### config.mk
export PLATFORM = sky130hd
export DESIGN_NAME = sdt_timer
export DESIGN_NICKNAME = d
export VERILOG_FILES = /design/src/sdt_pkg.sv /design/src/sdt_tick_gen.sv /design/src/sdt_half_counter.sv /design/src/sdt_timer.sv
export VERILOG_INCLUDE_DIRS = /design/src
export SDC_FILE = /design/constraint.sdc
export NUM_CORES = 1
export LEC_CHECK = 0
export BUFFER_PORTS_ARGS = -buffer_cell sky130_fd_sc_hd__buf_2
export CAP_MARGIN = 10
export CORE_ASPECT_RATIO = 1.4
export CORE_MARGIN = 2
export CORE_UTILIZATION = 42
export CTS_CLUSTER_SIZE = 20
export DETAILED_ROUTE_END_ITERATION = 10
export PLACE_DENSITY_LB_ADDON = 0.15
export SYNTH_ARGS = -nofsm -noshare
export SYNTH_HDL_FRONTEND = slang
export SYNTH_SLANG_ARGS = --single-unit
### constraint.sdc
create_clock -name mclk_i -period 3.5 [get_ports mclk_i]
set_input_delay 0.7 -clock mclk_i [delete_from_list [all_inputs] [get_ports mclk_i]]
set_output_delay 0.7 -clock mclk_i [all_outputs]
set_load 0.05 [all_outputs]
### src/sdt_map.svh
`ifndef SDT_MAP_SVH
`define SDT_MAP_SVH

// register addresses on the plain register port
`define SDT_ADDR_CLK_SEL   8'h8E
`define SDT_ADDR_IRQ_EN    8'hA8
`define SDT_ADDR_CTL       8'hC8
`define SDT_ADDR_LO_RLD    8'hCA
`define SDT_ADDR_HI_RLD    8'hCB
`define SDT_ADDR_LO_CNT    8'hCC
`define SDT_ADDR_HI_CNT    8'hCD
`define SDT_ADDR_LO_CAPT   8'hD2
`define SDT_ADDR_HI_CAPT   8'hD3
`define SDT_ADDR_EVT_STAT  8'hD4
`define SDT_ADDR_EVT_MASK  8'hD5

// timer control register fields
`define SDT_CTL_HI_FLAG    7
`define SDT_CTL_LO_FLAG    6
`define SDT_CTL_LO_IRQ_EN  5
`define SDT_CTL_CAPT_EN    4
`define SDT_CTL_SPLIT      3
`define SDT_CTL_RUN        2
`define SDT_CTL_EXT_SEL    0

// clock select register fields
`define SDT_CKS_HI_FAST    5
`define SDT_CKS_LO_FAST    4

// irq enable register field
`define SDT_IRQ_EN_TIMER   5

// event status / mask bits
`define SDT_EVT_HI_OVF     0
`define SDT_EVT_LO_OVF     1
`define SDT_EVT_CAPT       2

// reset values
`define SDT_RST_BYTE       8'h00
`define SDT_RST_EVT        3'h0

// tick dividers
`define SDT_SYS_DIV        12
`define SDT_EXT_DIV        8

`endif

### src/sdt_pkg.sv
package sdt_pkg;

  typedef struct packed {
    logic [7:0] addr;
    logic [7:0] wdata;
    logic       wr;
    logic       rd;
  } sdt_bus_req_t;

  typedef struct packed {
    logic       sync0;
    logic       sync1;
    logic       sync2;
    logic [3:0] sys_cnt;
    logic [3:0] ext_cnt;
    logic       sys_tick;
    logic       ext_tick;
  } sdt_tick_state_t;

  typedef struct packed {
    logic [7:0] count;
  } sdt_half_state_t;

  typedef struct packed {
    logic       hi_flag;
    logic       lo_flag;
    logic       lo_irq_en;
    logic       capt_en;
    logic       split;
    logic       run;
    logic       ext_sel;
    logic       hi_fast;
    logic       lo_fast;
    logic       tmr_irq_en;
    logic [7:0] lo_rld;
    logic [7:0] hi_rld;
    logic [7:0] lo_capt;
    logic [7:0] hi_capt;
    logic [2:0] evt_stat;
    logic [2:0] evt_mask;
    logic       cmp_prev;
    logic [7:0] rdata;
  } sdt_state_t;

endpackage : sdt_pkg

### src/sdt_tick_gen.sv
`timescale 1ns/10ps
`include "sdt_map.svh"

module sdt_tick_gen #(
  parameter int SYS_DIV = `SDT_SYS_DIV,
  parameter int EXT_DIV = `SDT_EXT_DIV
) (
  // clock and reset
  input  wire logic mclk_i,
  input  wire logic sys_rst_i,
  // raw external clock
  input  wire logic ext_clk_i,
  // count-enable pulses
  output logic      sys_tick_o,
  output logic      ext_tick_o
);
  import sdt_pkg::*;

  if (SYS_DIV < 2 || SYS_DIV > 16 || EXT_DIV < 2 || EXT_DIV > 16) begin : g_chk
    $error("sdt_tick_gen: dividers must lie in 2..16");
  end

  localparam logic [3:0] SYS_LAST = 4'(SYS_DIV - 1);
  localparam logic [3:0] EXT_LAST = 4'(EXT_DIV - 1);

  sdt_tick_state_t st_reg;
  sdt_tick_state_t st_next;
  logic            ext_rise;

  // sync1 only samples sync0; the edge is taken between sync1 and sync2
  assign ext_rise = st_reg.sync1 & ~st_reg.sync2;

  always_comb begin
    st_next          = st_reg;
    st_next.sync0    = ext_clk_i;
    st_next.sync1    = st_reg.sync0;
    st_next.sync2    = st_reg.sync1;
    st_next.sys_tick = (st_reg.sys_cnt == SYS_LAST); // RL5
    st_next.sys_cnt  = st_next.sys_tick ? 4'h0 : st_reg.sys_cnt + 4'h1;
    st_next.ext_tick = 1'b0;
    if (ext_rise) begin
      st_next.ext_tick = (st_reg.ext_cnt == EXT_LAST); // RL18
      st_next.ext_cnt  = st_next.ext_tick ? 4'h0 : st_reg.ext_cnt + 4'h1;
    end
  end

  always_ff @(posedge mclk_i or posedge sys_rst_i) begin
    if (sys_rst_i) begin
      st_reg <= '0;
    end else begin
      st_reg <= st_next;
    end
  end

  assign sys_tick_o = st_reg.sys_tick;
  assign ext_tick_o = st_reg.ext_tick;
endmodule : sdt_tick_gen

### src/sdt_half_counter.sv
`timescale 1ns/10ps
`include "sdt_map.svh"

module sdt_half_counter #(
  parameter int WIDTH = 8
) (
  // clock and reset
  input  wire logic       mclk_i,
  input  wire logic       sys_rst_i,
  // counting
  input  wire logic       tick_i,
  input  wire logic       run_i,
  input  wire logic [7:0] reload_i,
  // software access
  input  wire logic       wr_i,
  input  wire logic [7:0] wdata_i,
  // state
  output logic [7:0]      count_o,
  output logic            ovf_o
);
  import sdt_pkg::*;

  if (WIDTH != 8) begin : g_chk
    $error("sdt_half_counter: only 8-bit halves are supported");
  end

  sdt_half_state_t st_reg;
  sdt_half_state_t st_next;
  logic            step;

  assign step  = tick_i & run_i;
  assign ovf_o = step & (st_reg.count == 8'hFF) & ~wr_i; // RL8

  always_comb begin
    st_next = st_reg;
    if (wr_i) begin
      st_next.count = wdata_i;
    end else if (ovf_o) begin
      st_next.count = reload_i; // RL2 RL17
    end else if (step) begin
      st_next.count = st_reg.count + 8'h01;
    end
  end

  always_ff @(posedge mclk_i or posedge sys_rst_i) begin
    if (sys_rst_i) begin
      st_reg.count <= `SDT_RST_BYTE;
    end else begin
      st_reg <= st_next;
    end
  end

  assign count_o = st_reg.count;
endmodule : sdt_half_counter

### src/sdt_timer.sv
// Function
// RL1: split select set runs timer as two separate 8-bit counters.
// RL2: in split mode both halves auto-reload from their own reload register.
// RL3: in split mode run control gates only the high counter.
// RL4: in split mode the low counter counts continuously.
// RL5: fast bit picks system clock, else system/12 or external/8.
// RL6: each half has its own fast bit; external select is shared.
// RL7: high overflow flag sets when high counter wraps FF to 00.
// RL8: low overflow flag sets when low counter wraps FF to 00.
// RL9: with timer irq enabled, every high overflow requests an interrupt.
// RL10: with low irq enable too, either overflow requests an interrupt.
// RL11: overflow flags are never cleared by hardware, only by software.
// RL12: handler checks both flags for the source and clears them.
// RL13: capture mode records count on each comparator rising edge.
// RL14: low count register read/write, resets to zero.
// RL15: high count register read/write, resets to zero.
// RL16: high flag at control bit 7, low flag at bit 6.
// RL17: overflow loads reload value in the tick that sets the flag.
// RL18: external clock/8 synchronised and used as one-cycle count enable.
`timescale 1ns/10ps
`include "sdt_map.svh"

module sdt_timer #(
  parameter int SYS_DIV = `SDT_SYS_DIV,
  parameter int EXT_DIV = `SDT_EXT_DIV
) (
  // clock and reset
  input  wire logic                 mclk_i,
  input  wire logic                 sys_rst_i,
  // register port
  input  wire sdt_pkg::sdt_bus_req_t bus_i,
  output logic [7:0]                rdata_o,
  // external sources
  input  wire logic                 ext_clk_i,
  input  wire logic                 cmp_out_i,
  // interrupt
  output logic                      irq_o
);
  import sdt_pkg::*;

  sdt_state_t  st_reg;
  sdt_state_t  st_next;
  logic        sys_tick;
  logic        ext_tick;
  logic [1:0]  tick;
  logic [1:0]  run;
  logic [1:0]  fast;
  logic [1:0]  cnt_wr;
  logic [1:0]  ovf;
  logic [7:0]  cnt   [2];
  logic [7:0]  rld   [2];
  logic [7:0]  rd_mux;
  logic        wr_ctl;
  logic        cmp_rise;
  logic [2:0]  evt_set;
  logic        tmr_req;

  sdt_tick_gen #(
    .SYS_DIV (SYS_DIV),
    .EXT_DIV (EXT_DIV)
  ) u_ticks (
    .mclk_i     (mclk_i),
    .sys_rst_i  (sys_rst_i),
    .ext_clk_i  (ext_clk_i),
    .sys_tick_o (sys_tick),
    .ext_tick_o (ext_tick)
  );

  // index 0 is the low half, index 1 the high half
  assign fast[0] = st_reg.lo_fast; // RL6
  assign fast[1] = st_reg.hi_fast; // RL6
  assign rld[0]  = st_reg.lo_rld;
  assign rld[1]  = st_reg.hi_rld;
  // 16-bit mode is not built: both halves hold while split is clear
  assign run[0]  = st_reg.split; // RL1 RL4
  assign run[1]  = st_reg.split & st_reg.run; // RL3
  assign cnt_wr[0] = bus_i.wr && bus_i.addr == `SDT_ADDR_LO_CNT; // RL14
  assign cnt_wr[1] = bus_i.wr && bus_i.addr == `SDT_ADDR_HI_CNT; // RL15

  for (genvar i = 0; i < 2; i++) begin : g_half
    assign tick[i] = fast[i] ? 1'b1 : (st_reg.ext_sel ? ext_tick : sys_tick); // RL5
    sdt_half_counter #(
      .WIDTH (8)
    ) u_half (
      .mclk_i    (mclk_i),
      .sys_rst_i (sys_rst_i),
      .tick_i    (tick[i]),
      .run_i     (run[i]),
      .reload_i  (rld[i]), // RL2
      .wr_i      (cnt_wr[i]),
      .wdata_i   (bus_i.wdata),
      .count_o   (cnt[i]),
      .ovf_o     (ovf[i])
    );
  end

  assign wr_ctl   = bus_i.wr && bus_i.addr == `SDT_ADDR_CTL;
  assign cmp_rise = cmp_out_i & ~st_reg.cmp_prev;

  always_comb begin
    evt_set                  = '0;
    evt_set[`SDT_EVT_HI_OVF] = ovf[1];
    evt_set[`SDT_EVT_LO_OVF] = ovf[0];
    evt_set[`SDT_EVT_CAPT]   = cmp_rise & st_reg.capt_en;
  end

  // register read mux; reserved bits read zero
  always_comb begin
    rd_mux = 8'h00;
    case (bus_i.addr)
      `SDT_ADDR_CTL: begin
        rd_mux[`SDT_CTL_HI_FLAG]   = st_reg.hi_flag; // RL16
        rd_mux[`SDT_CTL_LO_FLAG]   = st_reg.lo_flag; // RL16
        rd_mux[`SDT_CTL_LO_IRQ_EN] = st_reg.lo_irq_en;
        rd_mux[`SDT_CTL_CAPT_EN]   = st_reg.capt_en;
        rd_mux[`SDT_CTL_SPLIT]     = st_reg.split;
        rd_mux[`SDT_CTL_RUN]       = st_reg.run;
        rd_mux[`SDT_CTL_EXT_SEL]   = st_reg.ext_sel;
      end
      `SDT_ADDR_CLK_SEL: begin
        rd_mux[`SDT_CKS_HI_FAST] = st_reg.hi_fast;
        rd_mux[`SDT_CKS_LO_FAST] = st_reg.lo_fast;
      end
      `SDT_ADDR_IRQ_EN: begin
        rd_mux[`SDT_IRQ_EN_TIMER] = st_reg.tmr_irq_en;
      end
      `SDT_ADDR_LO_RLD:   rd_mux = st_reg.lo_rld;
      `SDT_ADDR_HI_RLD:   rd_mux = st_reg.hi_rld;
      `SDT_ADDR_LO_CNT:   rd_mux = cnt[0]; // RL14
      `SDT_ADDR_HI_CNT:   rd_mux = cnt[1]; // RL15
      `SDT_ADDR_LO_CAPT:  rd_mux = st_reg.lo_capt;
      `SDT_ADDR_HI_CAPT:  rd_mux = st_reg.hi_capt;
      `SDT_ADDR_EVT_STAT: rd_mux = {5'h00, st_reg.evt_stat};
      `SDT_ADDR_EVT_MASK: rd_mux = {5'h00, st_reg.evt_mask};
      default:            rd_mux = 8'h00;
    endcase
  end

  always_comb begin
    st_next          = st_reg;
    st_next.cmp_prev = cmp_out_i;
    st_next.rdata    = bus_i.rd ? rd_mux : 8'h00;
    if (wr_ctl) begin
      st_next.lo_irq_en = bus_i.wdata[`SDT_CTL_LO_IRQ_EN];
      st_next.capt_en   = bus_i.wdata[`SDT_CTL_CAPT_EN];
      st_next.split     = bus_i.wdata[`SDT_CTL_SPLIT]; // RL1
      st_next.run       = bus_i.wdata[`SDT_CTL_RUN];
      st_next.ext_sel   = bus_i.wdata[`SDT_CTL_EXT_SEL];
    end
    // flags follow software writes, but a same-cycle overflow wins
    st_next.hi_flag = ovf[1] | (wr_ctl ? bus_i.wdata[`SDT_CTL_HI_FLAG] : st_reg.hi_flag); // RL7 RL11
    st_next.lo_flag = ovf[0] | (wr_ctl ? bus_i.wdata[`SDT_CTL_LO_FLAG] : st_reg.lo_flag); // RL8 RL11
    if (bus_i.wr) begin
      case (bus_i.addr)
        `SDT_ADDR_CLK_SEL: begin
          st_next.hi_fast = bus_i.wdata[`SDT_CKS_HI_FAST];
          st_next.lo_fast = bus_i.wdata[`SDT_CKS_LO_FAST];
        end
        `SDT_ADDR_IRQ_EN:   st_next.tmr_irq_en = bus_i.wdata[`SDT_IRQ_EN_TIMER];
        `SDT_ADDR_LO_RLD:   st_next.lo_rld   = bus_i.wdata;
        `SDT_ADDR_HI_RLD:   st_next.hi_rld   = bus_i.wdata;
        `SDT_ADDR_EVT_MASK: st_next.evt_mask = bus_i.wdata[2:0];
        default: ;
      endcase
    end
    // write one to clear; a new event in the same cycle stays set
    if (bus_i.wr && bus_i.addr == `SDT_ADDR_EVT_STAT) begin
      st_next.evt_stat = (st_reg.evt_stat & ~bus_i.wdata[2:0]) | evt_set;
    end else begin
      st_next.evt_stat = st_reg.evt_stat | evt_set;
    end
    if (evt_set[`SDT_EVT_CAPT]) begin
      st_next.lo_capt = cnt[0]; // RL13
      st_next.hi_capt = cnt[1]; // RL13
    end
  end

  always_ff @(posedge mclk_i or posedge sys_rst_i) begin
    if (sys_rst_i) begin
      st_reg          <= '0;
      st_reg.lo_rld   <= `SDT_RST_BYTE;
      st_reg.hi_rld   <= `SDT_RST_BYTE;
      st_reg.evt_stat <= `SDT_RST_EVT;
      st_reg.evt_mask <= `SDT_RST_EVT;
    end else begin
      st_reg <= st_next;
    end
  end

  // high overflow requests when timer irq is enabled; low also needs its own enable
  assign tmr_req = st_reg.tmr_irq_en & (st_reg.hi_flag | (st_reg.lo_flag & st_reg.lo_irq_en)); // RL9 RL10
  assign irq_o   = tmr_req | (|(st_reg.evt_stat & st_reg.evt_mask));
  assign rdata_o = st_reg.rdata;
endmodule : sdt_timer

# == After elaboration in Yosys (flattened, before gate mapping) ==
# Index checks and enable logic that the tools add are counted.
# word_totals
output_inout_bits,9
input_bits,22
elab_cells,105
reg_bits,86
# op_classes
n_eq_ne,15
bitwise_logic,25
reduce_logical,12
n_addsub,4
n_mux,22
# op_table
cell,n
$eq A8 B8 Y1 const B,13
$mux W8,7
$pmux W1 S9,2
$pmux W2 S9,1
$add A8 B1 Y8 const B,2
$pmux W1 S8,2
$pmux W2 S7,1
$and A1 B1 Y1,12
$reduce_and A2 Y1,5
$add A4 B1 Y4 const B,2
$mux W4,2
$and A3 B3 Y3,2
$mux W1,6
$or A3 B3 Y3,2
$reduce_bool A3 Y1,2
$eq A4 B3 Y1 const B,1
$eq A4 B4 Y1 const B,1
$logic_and A1 B1 Y1,4
$not A1 Y1,4
$or A1 B1 Y1,4
$mux W3,1
$not A3 Y3,1
$reduce_or A3 Y1,1

# == Logic depth before layout (Yosys ltp) ==
# Gate-level depths: netlist of the first run.
# depth
ltp_word,7
ltp_mapped,8

# == Modules after synthesis ==
# A second synthesis of the first run with hierarchy kept.
# hier_totals
hier_cells,446
area_unflattened_um2,4822.1
# by_module_without_submodules
module,area_per_inst_um2,n_inst,cells_per_inst
sdt_timer,3140.5,1,272
sdt_half_counter,589.3,2,67
sdt_tick_gen,503.0,1,40

# == Worst setup path after synthesis of the first run ==
# No wires, ideal clock.
# synth_path
path_type,reg-to-output
from,register st_reg[55] in the netlist's numbering
to,output irq_o
t_required_ns,2.800
slack_ns,1.310
arrival_ns,1.490
path_buffers,0
path_stages_with_launch,3
path_cell_list,dfrtp_1 > a21oi_1 > o21ai_0
# synth_via
elab_chain_cells,4
# synth_lines
item,line,text
start: declaration,sdt_timer.sv:41,sdt_state_t st_reg;
start signal: assignment,sdt_timer.sv:186,st_reg <= st_next;
$and A1 B1 Y1,sdt_timer.sv:191,assign tmr_req = st_reg.tmr_irq_en & (st_reg.hi_flag | (st_reg.lo_flag & st_reg.lo_irq_en));
$or A1 B1 Y1,sdt_timer.sv:191,
$and A1 B1 Y1,sdt_timer.sv:191,
$or A1 B1 Y1,sdt_timer.sv:192,assign irq_o = tmr_req | (|(st_reg.evt_stat & st_reg.evt_mask));
end: declaration,sdt_timer.sv:37,output logic irq_o
# No other way between the ends.

# == Final worst setup path of the first run ==
# layout_path
from,register st_reg[14] in the netlist's numbering
to,output irq_o
# layout_via
elab_chain_cells,3
# layout_lines
item,line
$and A3 B3 Y3,sdt_timer.sv:192
$reduce_or A3 Y1,sdt_timer.sv:192
$or A1 B1 Y1,sdt_timer.sv:192
# No other way between the ends.

==> out/qor.txt, run 1 <==
Async SR Flop Fraction: 100%
Drt pass-1 iters: 5
YS warnings: 0
Outcome: finished, final reports clean
Final GP Congestion: 0.893
Post-Syn Area per Cell: 10.8 um^2
Grt ovf: 0
Top_reg_cell synth: dfrtp_1
Post-CTS Setup Inserts: 0
Initial Utilization: 42.7%
Post_cts resized: 0
# setup viols final: 0
CTS buffer count: 9
Cell count of the worst reg-to-reg path: 6
H-tree depth: 3
Clk_skew: 0.00954 ns
DR iter-0 viols: 231
CTS Sinks: 86
Post-DP HPWL: 9.34 mm
ANT cells: 0
Core Area: 10800 um^2
CTS max path bufs: 2
Peak supply drop: 0.236 mV
Hold path depth: 0
Reg2reg setup slack: 1.41 ns
Final critical-path share of the clock period: 70.4%
CTS tree: done
Antenna Violating Nets Remaining: 0
Minimum clock period: 2.47 ns
Yosys reg bits: 86
Flop pwr share: 48.3%
Cell Pwr Density: 480 nW/um^2
Reg-to-Reg End: g_half[0].u_half.count_o[5]
Unique masters post-synth: 65
Total of max-cap violations: 0
Root Buffer: clkbuf_16
CTS Hold Bufs: 0
Full die area: 11800 um^2
Clock Power Share: 39.8%
Worst hold path endpoint: u_ticks.st_next[10]
Final core utilization: 47.7%
Final Instance Area: 5130 um^2
FP Rows: 45
Area growth syn-to-layout: 11.7%
Tightest Pin Transition: 0.972 ns
Post-synth EDFFs: 0
Placed Area: 4820 um^2
Place WS: 0.796 ns
Synthesized instance count: 427
Final hold violation count: 0
Post-synthesis sequential area ratio: 46.8%
Antenna violations before repair: 0
Reg clk slew, reported paths: 0.07 ns
I/O pin total: 31
CP startpoint: st_reg[14]
Final worst slack: 1.03 ns
Worst Hold Class: flip-flop to flip-flop
Fmax: 406 MHz
# DRC: 0
Setup TNS Final: 0 ns
Critical Path RT: 2.80 ns
Die X: 92.4 um
Slew HR: 35.0%
Largest register FFs: 30
Worst setup EP type: output port
HP Start: u_ticks.st_next[11]
Detailed Route WL: 12.3 mm
Via density: 5.78
Clock latency on the worst-skew pair: 0.34 ns
Int Pwr: 1830 uW
Detailed-route via count: 3437
# port buffers: 30
Vias in the first global route: 3523
Syn nets: 453
Worst-path fanout max: 3
Type of origin of the critical path: flip-flop
Largest net degree at the start of global routing: 53
Switching share of power: 26.0%
Fin nets: 475
Slew Limit Fails: 0
Total Power: 2470 uW
Static Leak: 0.00232 uW
First-pass GRT wire length: 19.9 mm
Crit Path Category: flip-flop to output port
RSZ-0062 raised after global routing: false
Die height: 128 um
Combinational share of power: 11.9%
Psw: 641 uW
Layout cell share with drive strength beyond 1: 25.1%
Drt wl/cell: 20.7 um
Netlist Area Pre-Place: 4600 um^2
All-layer global routing usage: 22.4%
Crit path DAT: 1.77 ns
FF-to-FF Start: g_half[0].u_half.count_o[1]
how the worst max path moves through the flow:
stage          cells past startpoint    endpoint  slack, ns
2_1_floorplan                      1     fast[0]       0.58
3_3_place_gp                       5  rdata_o[2]       0.85
6_report                           3       irq_o       1.03
5_1_grt                            3       irq_o       0.99
4_1_cts                            3       irq_o       1.06
3_5_place_dp                       5  rdata_o[2]       0.80
stage by stage:
| step | hold slack (ns) | std cells |
|---|---|---|
| after floorplan | 0.331 | 427 |
| after global placement | 0.339 | 579 |
| after detailed placement | 0.336 | 579 |
| after CTS | 0.361 | 595 |
| after global routing | 0.377 | 595 |
| final | 0.359 | 595 |
metal layers:
layer  global-route usage [%]  wire length (um)
met5                        0                 0
met4                     9.22               428
met3                     4.17               502
met2                     38.1              6220
met1                     28.0              5180
power by group through the flow:
stage / logic [uW] / registers, uW / clock network [uW]
5_1_grt: 328 / 1210 / 1060
4_1_cts: 296 / 1190 / 1000
3_3_place_gp: 291 / 1210 / 0
6_report: 294 / 1190 / 982
3_5_place_dp: 295 / 1210 / 0
2_1_floorplan: 222 / 1170 / 0
layout make-up:
class	count	area, um^2
Tap cell	141	176
Sequential cell	86	2150
Inverter	11	42.5
Clock inverter	4	53.8
Multi-Input combinational cell	308	2270
Timing Repair Buffer	33	185
Clock buffer	12	256
Fill cell	1011	5620
logic make-up (layout without fill, tap and decap cells):
| logic type | count (synthesis) | count (layout) | synth area share [%] |
|---|---|---|---|
| multiplexers | 71 | 71 | 17.3 |
| AND/OR/NAND/NOR | 141 | 141 | 17.0 |
| AO/OA/AOI/OAI | 87 | 87 | 13.1 |
| flip-flops | 86 | 86 | 46.8 |
| adder cells (fa/ha/maj) | 4 | 4 | 1.09 |
| XOR/XNOR | 5 | 5 | 0.953 |
| buffers and inverters | 33 | 60 | 3.84 |
worst max-delay path, cell delays in order, from the launching register on:
cell and delay, ns:
dfrtp_1 0.40, a222oi_1 0.58, o21ai_0 0.19, buf_2 0.25
cell usage after synthesis, drive strengths merged (3+ instances only):
library cell / number / share of area [%]
a31oi: 6 / 0.82
o31ai: 5 / 0.82
o21ai: 17 / 1.9
o211ai: 3 / 0.60
a211oi: 3 / 0.49
o22ai: 10 / 1.4
nand2: 51 / 4.4
nor4: 3 / 0.73
a221oi: 3 / 0.57
dfrtp: 86 / 47
a21o: 3 / 0.49
xnor2: 5 / 0.95
and4: 3 / 0.57
nand4: 6 / 0.82
ha: 4 / 1.1
and3: 6 / 0.82
inv: 11 / 0.90
a22oi: 5 / 0.82
buf: 20 / 2.8
nor3: 9 / 1.1
mux2i: 20 / 4.4
mux2: 51 / 13
a32oi: 4 / 0.76
a21oi: 12 / 1.3
nand3: 15 / 1.7
nor2b: 6 / 0.82
nor2: 26 / 2.6
layout by cell type (no fill, tap or decap), types with 4 or more instances in the layout:
cell / synthesis / routed
a21oi_1: 12 / 12
a22oi_1: 5 / 5
a31oi_1: 6 / 6
a32oi_1: 4 / 4
and3_1: 6 / 6
buf_2: 9 / 30
clkbuf_16: 0 / 9
dfrtp_1: 86 / 86
ha_1: 4 / 4
inv_1: 11 / 10
mux2_2: 46 / 46
mux2_4: 5 / 5
mux2i_1: 20 / 20
nand2_1: 49 / 49
nand3_1: 14 / 14
nand4_1: 6 / 6
nor2_1: 23 / 23
nor2b_1: 6 / 6
nor3_1: 8 / 8
o21ai_0: 15 / 15
o22ai_1: 10 / 10
o31ai_1: 5 / 5
xnor2_1: 5 / 5
Note: power is estimated with default switching activity, not from simulation.
==> inputs of run 2 (changes only) <==
--- a/config.mk
+++ b/config.mk
@@ -6,6 +6,7 @@
 export SDC_FILE = /design/constraint.sdc
 export NUM_CORES = 1
 export LEC_CHECK = 0
+export ABC_AREA = 1
 export BUFFER_PORTS_ARGS = -buffer_cell sky130_fd_sc_hd__buf_2
 export CAP_MARGIN = 10
 export CORE_ASPECT_RATIO = 1.4
==> constraint.sdc (replaced) <==
create_clock -name mclk_i -period 2.56 [get_ports mclk_i]
set_input_delay 0.512 -clock mclk_i [delete_from_list [all_inputs] [get_ports mclk_i]]
set_output_delay 0.512 -clock mclk_i [all_outputs]
set_load 0.05 [all_outputs]
==> run 2 against run 1 <==
Global-route usage fell by 0.22 points. Critical path depth increased by 4. Worst hold slack got worse by 0.15 ns. Critical endpoint is now g_half[0].u_half.count_o[2].
==> out/qor.txt, run 2 <==
Vias in the first global route: 3795
Area share of the largest cell type after synthesis: 45.7%
Layout cell share with drive strength beyond 1: 15.6%
Critical Path RT: 2.80 ns
First-pass GRT wire length: 20.0 mm
Fmax: 534 MHz
ANT cells: 0
# port buffers: 30
RSZ-0062 raised after global routing: false
Leading cell type in the layout, fill and taps excluded: nand2_1
Largest net degree at the start of global routing: 35
Final hold violation count: 0
YS warnings: 0
CTS tree: done
Worst Hold Class: primary input to asynchronous set/reset pin
Total Power: 3170 uW
Yosys top cell by area: dfrtp_1
I/O pin total: 31
Die height: 129 um
Tightest Pin Transition: 0.622 ns
Via density: 5.05
Reg2reg setup slack: 0.69 ns
Cell count of the worst reg-to-reg path: 7
Detailed Route WL: 12.6 mm
Static Leak: 0.00258 uW
All-layer global routing usage: 22.2%
Final Instance Area: 5270 um^2
Reg clk slew, reported paths: 0.07 ns
Post-synthesis sequential area ratio: 45.7%
Antenna Violating Nets Remaining: 0
Die X: 93.5 um
Most frequent cell after synthesis: nand2_1
Final critical-path share of the clock period: 73.2%
Worst-path fanout max: 11
Synthesized instance count: 597
Drt wl/cell: 16.4 um
Async SR Flop Fraction: 100%
Post_cts resized: 0
Clk_skew: 0.00459 ns
FF-to-FF Start: g_half[0].u_half.count_o[1]
Post-synth EDFFs: 0
Total of max-cap violations: 0
Final core utilization: 48.5%
# DRC: 0
Type of origin of the critical path: flip-flop
Slew HR: 58.2%
Root Buffer: clkbuf_16
Top_reg_cell synth: dfrtp_1
Unique masters post-synth: 37
CTS buffer count: 9
Core Area: 10900 um^2
Crit Path Category: flip-flop to flip-flop
Final GP Congestion: 0.913
Placed Area: 4960 um^2
Cell Pwr Density: 601 nW/um^2
Yosys reg bits: 86
Post-CTS Setup Inserts: 0
Fin nets: 649
Peak supply drop: 0.404 mV
Initial Utilization: 43.4%
# setup viols final: 0
Minimum clock period: 1.87 ns
DR iter-0 viols: 235
FP Rows: 45
Commonest non-fill, non-tap cells in the layout: nand2_1 (146), dfrtp_1 (86), nand3_1 (74)
Syn nets: 623
Slew Limit Fails: 0
Post-DP HPWL: 10.0 mm
Outcome: finished, final reports clean
CTS Sinks: 86
Antenna violations before repair: 0
Drt pass-1 iters: 4
Area growth syn-to-layout: 11.9%
Post-placement cell count: 753
H-tree depth: 3
Final std cells w/o fill: 769
Crit path DAT: 2.11 ns
Clock latency on the worst-skew pair: 0.35 ns
Post-Syn Area per Cell: 7.89 um^2
CTS max path bufs: 2
Post-synth top cells: nand2_1 (146), dfrtp_1 (86), nand3_1 (74)
Full die area: 12100 um^2
Largest register FFs: 30
Synth top area cells: dfrtp_1 (46%), nand2_1 (12%), nand3_1 (7.9%), inv_1 (5.7%), o21ai_0 (3.7%)
Worst setup EP type: flip-flop
CTS Hold Bufs: 0
Netlist Area Pre-Place: 4710 um^2
Setup TNS Final: 0 ns
Detailed-route via count: 3887
Reg-to-Reg End: g_half[0].u_half.count_o[2]
Grt ovf: 0
[run 2: cell types whose count changed after synthesis, sizes merged, moves of 7 or more]
cell	previous run	this run
mux2	51	2
nand3	15	76
nor2	26	58
o21ai	17	59
nand2	51	161
mux2i	20	1
inv	11	76
xor2	0	7
[run 2: final cells by class]
cell class              count  area (um^2)
clock buffers               9          225
well taps                 141          176
flip-flops and latches     86         2150
repair buffers             35          213
fillers                  1087         5600
clock inverters             7         82.6
inverters                  78          298
multi-input cells         413         2120
[run 2: worst max-delay path, cell delays in order (launching register included)]
cell and delay [ns]:
dfrtp_1 0.43, ha_1 0.24, nand3_1 0.13, nor2_2 0.14, nand3_1 0.31, or2_2 0.40
o211ai_2 0.06, nand2_1 0.06
[run 2: kinds of logic after synthesis]
logic type                 Yosys count  synth area share [%]
AOI/OAI and AO/OA                   89                  11.0
buffers and inverters               98                  9.22
DFF                                 86                  45.7
adders and majority gates            4                  1.06
xor gates and xnor gates             8                  1.49
muxes                                3                 0.691
and+or+nand+nor                    309                  30.9
[run 2: stage by stage]
stage               hold slack (ns)  setup WS (ns)
finish                        0.214          0.687
global route                  0.251          0.553
CTS                           0.232          0.690
detailed placement            0.339          0.660
global placement              0.334          0.720
floorplan                     0.331          0.816
[run 2: how the worst max path moves through the flow]
stage                                start                          end  cells past startpoint
6_report       g_half[0].u_half.count_o[1]  g_half[0].u_half.count_o[2]                      7
5_1_grt        g_half[0].u_half.count_o[1]  g_half[0].u_half.count_o[2]                      7
3_3_place_gp                     bus_i[14]                       rld[3]                      8
4_1_cts                         st_reg[55]                        irq_o                      3
2_1_floorplan                   st_reg[55]                        irq_o                      2
3_5_place_dp                     bus_i[14]                       rld[2]                      8
[run 2: where the power goes]
part,switching (uW),internal (uW)
registers,77.0,1440
clock network,590,770
logic,192,97.7
[run 2: metal layers]
metal / vias up / track usage (%) / part of all wire, %
met2: 65 / 39.1 / 52
li1: 1967 / - / -
met4: 0 / 10.3 / 3.2
met5: - / 0 / 0
met1: 1834 / 26.5 / 42
met3: 21 / 3.43 / 3.1
==> inputs of run 3 (changes only) <==
==> constraint.sdc (replaced) <==
create_clock -name mclk_i -period 1.6 [get_ports mclk_i]
set_input_delay 0.32 -clock mclk_i [delete_from_list [all_inputs] [get_ports mclk_i]]
set_output_delay 0.32 -clock mclk_i [all_outputs]
set_load 0.05 [all_outputs]
==> run 3 against run 2 <==
Sequential power is 59% higher. Highest routed layer unchanged. Setup slack worse by 0.68 ns. Sequential share of layout area is 1.9 points lower. Global-route usage is 0.86 points higher. Critical endpoint is now irq_o.
==> out/qor.txt, run 3 (same netlist as run 2, synthesis figures left out) <==
CTS Hold Bufs: 0
Crit Path Category: flip-flop to output port
Outcome: finished, final reports clean
Final hold violation count: 0
Drt pass-1 iters: 5
Worst Hold Class: primary input to asynchronous set/reset pin
RSZ-0062 raised after global routing: true
Final Instance Area: 5530 um^2
CTS buffer count: 9
Critical Path RT: 1.28 ns
H-tree depth: 3
Minimum clock period: 1.59 ns
Placed Area: 5180 um^2
Full die area: 12100 um^2
Area growth syn-to-layout: 17.3%
Cell Pwr Density: 902 nW/um^2
Largest net degree at the start of global routing: 87
FF-to-FF Start: g_half[0].u_half.count_o[0]
Core Area: 10900 um^2
CTS tree: done
Int Pwr: 3610 uW
Reg-to-Reg End: g_half[0].u_half.count_o[7]
Slew Limit Fails: 0
Reg2reg setup slack: 0.12 ns
Place WS: -0.0625 ns
Fmax: 629 MHz
Static Leak: 0.00274 uW
Crit path DAT: 1.27 ns
Leading cell type in the layout, fill and taps excluded: nand2_1
DR iter-0 viols: 276
Vias in the first global route: 4056
Reg clk slew, reported paths: 0.07 ns
Die height: 129 um
Clock latency on the worst-skew pair: 0.35 ns
Clk_skew: 0.00728 ns
Fin nets: 674
Combinational share of power: 10.5%
Post-DP HPWL: 10.3 mm
Detailed-route via count: 4103
Total of max-cap violations: 0
Drt wl/cell: 16.5 um
Root Buffer: clkbuf_16
First-pass GRT wire length: 21.0 mm
Psw: 1370 uW
Largest register FFs: 30
Antenna Violating Nets Remaining: 0
Setup TNS Final: 0 ns
Grt ovf: 0
# port buffers: 30
Final GP Congestion: 0.957
Flop pwr share: 48.5%
Final worst slack: 0.0109 ns
CTS max path bufs: 2
CP startpoint: st_reg[55]
FP Rows: 45
Switching share of power: 27.5%
Cell count of the worst reg-to-reg path: 9
Antenna violations before repair: 0
Layout cell share with drive strength beyond 1: 19.6%
Detailed Route WL: 13.1 mm
Final critical-path share of the clock period: 99.3%
Clock Power Share: 41.0%
Via density: 5.17
Slew HR: 68.3%
Tightest Pin Transition: 0.475 ns
Worst-path fanout max: 2
# DRC: 0
I/O pin total: 31
All-layer global routing usage: 23.1%
CTS Sinks: 86
Die X: 93.5 um
Commonest non-fill, non-tap cells in the layout: nand2_1 (146), dfrtp_1 (86), nand3_1 (72)
ANT cells: 0
Type of origin of the critical path: flip-flop
# setup viols final: 0
Peak supply drop: 0.787 mV
Worst setup EP type: output port
Initial Utilization: 43.4%
run 3: cell types whose count changed in the layout (fill, tap and decap cells not counted), moves of 2 or more:
cell,previous run,this run
buf_4,3,23
nand3_2,1,3
buf_12,2,6
clkinv_4,2,0
inv_6,1,4
nand3_1,74,72
buf_6,0,2
run 3: layout make-up:
class / instances / area (um^2)
Clock buffer: 10 / 239
Clock inverter: 6 / 50.0
Fill cell: 1047 / 5340
Inverter: 78 / 298
Multi-Input combinational cell: 413 / 2150
Sequential cell: 86 / 2150
Tap cell: 141 / 176
Timing Repair Buffer: 60 / 460
run 3: how the worst max path moves through the flow:
stage | endpoint | cells after the start | slack [ns]
finish | irq_o | 3 | 0.01
global route | irq_o | 3 | -0.02
CTS | irq_o | 3 | -0.002
detailed placement | st_reg[13] | 7 | -0.06
global placement | st_reg[13] | 7 | -0.09
floorplan | irq_o | 2 | 0.05
run 3: critical path, cell delays in order (launching register included):
cell and delay (ns):
dfrtp_1 0.42, a21oi_2 0.19, o2111ai_2 0.14, buf_6 0.18
run 3: power groups by stage:
stage          clock [uW]  combinational (uW)  sequential, uW
2_1_floorplan           0                 318            2430
3_3_place_gp            0                 513            2450
3_5_place_dp            0                 520            2460
4_1_cts              2090                 529            2410
5_1_grt              2170                 599            2430
6_report             2040                 525            2420
run 3: routing by layer:
layer / part of all wire, % / GRT usage, % / vias to the layer above
met4: 5.0 / 12.9 / 0
li1: - / - / 2022
met5: 0 / 0 / -
met2: 50 / 39.5 / 114
met3: 4.3 / 4.48 / 41
met1: 40 / 27.0 / 1926
run 3: repair_timing:
item,4_1_cts,5_1_grt
resized for setup,4,5
cloned,0,0
setup endpoints to repair,1,4
buffers inserted,1,2
pin swaps,1,2
run 3: through the flow:
step / power [uW] / std cells / util [%] / hold WS [ns]
after floorplan: 2750 / 597 / - / 0.331
after global placement: 2960 / 775 / 47.7 / 0.334
after detailed placement: 2980 / 775 / 47.7 / 0.338
after CTS: 5030 / 792 / 50.5 / 0.0647
after global routing: 5200 / 794 / 50.9 / 0.0602
final: 4990 / 794 / 50.9 / 0.0708
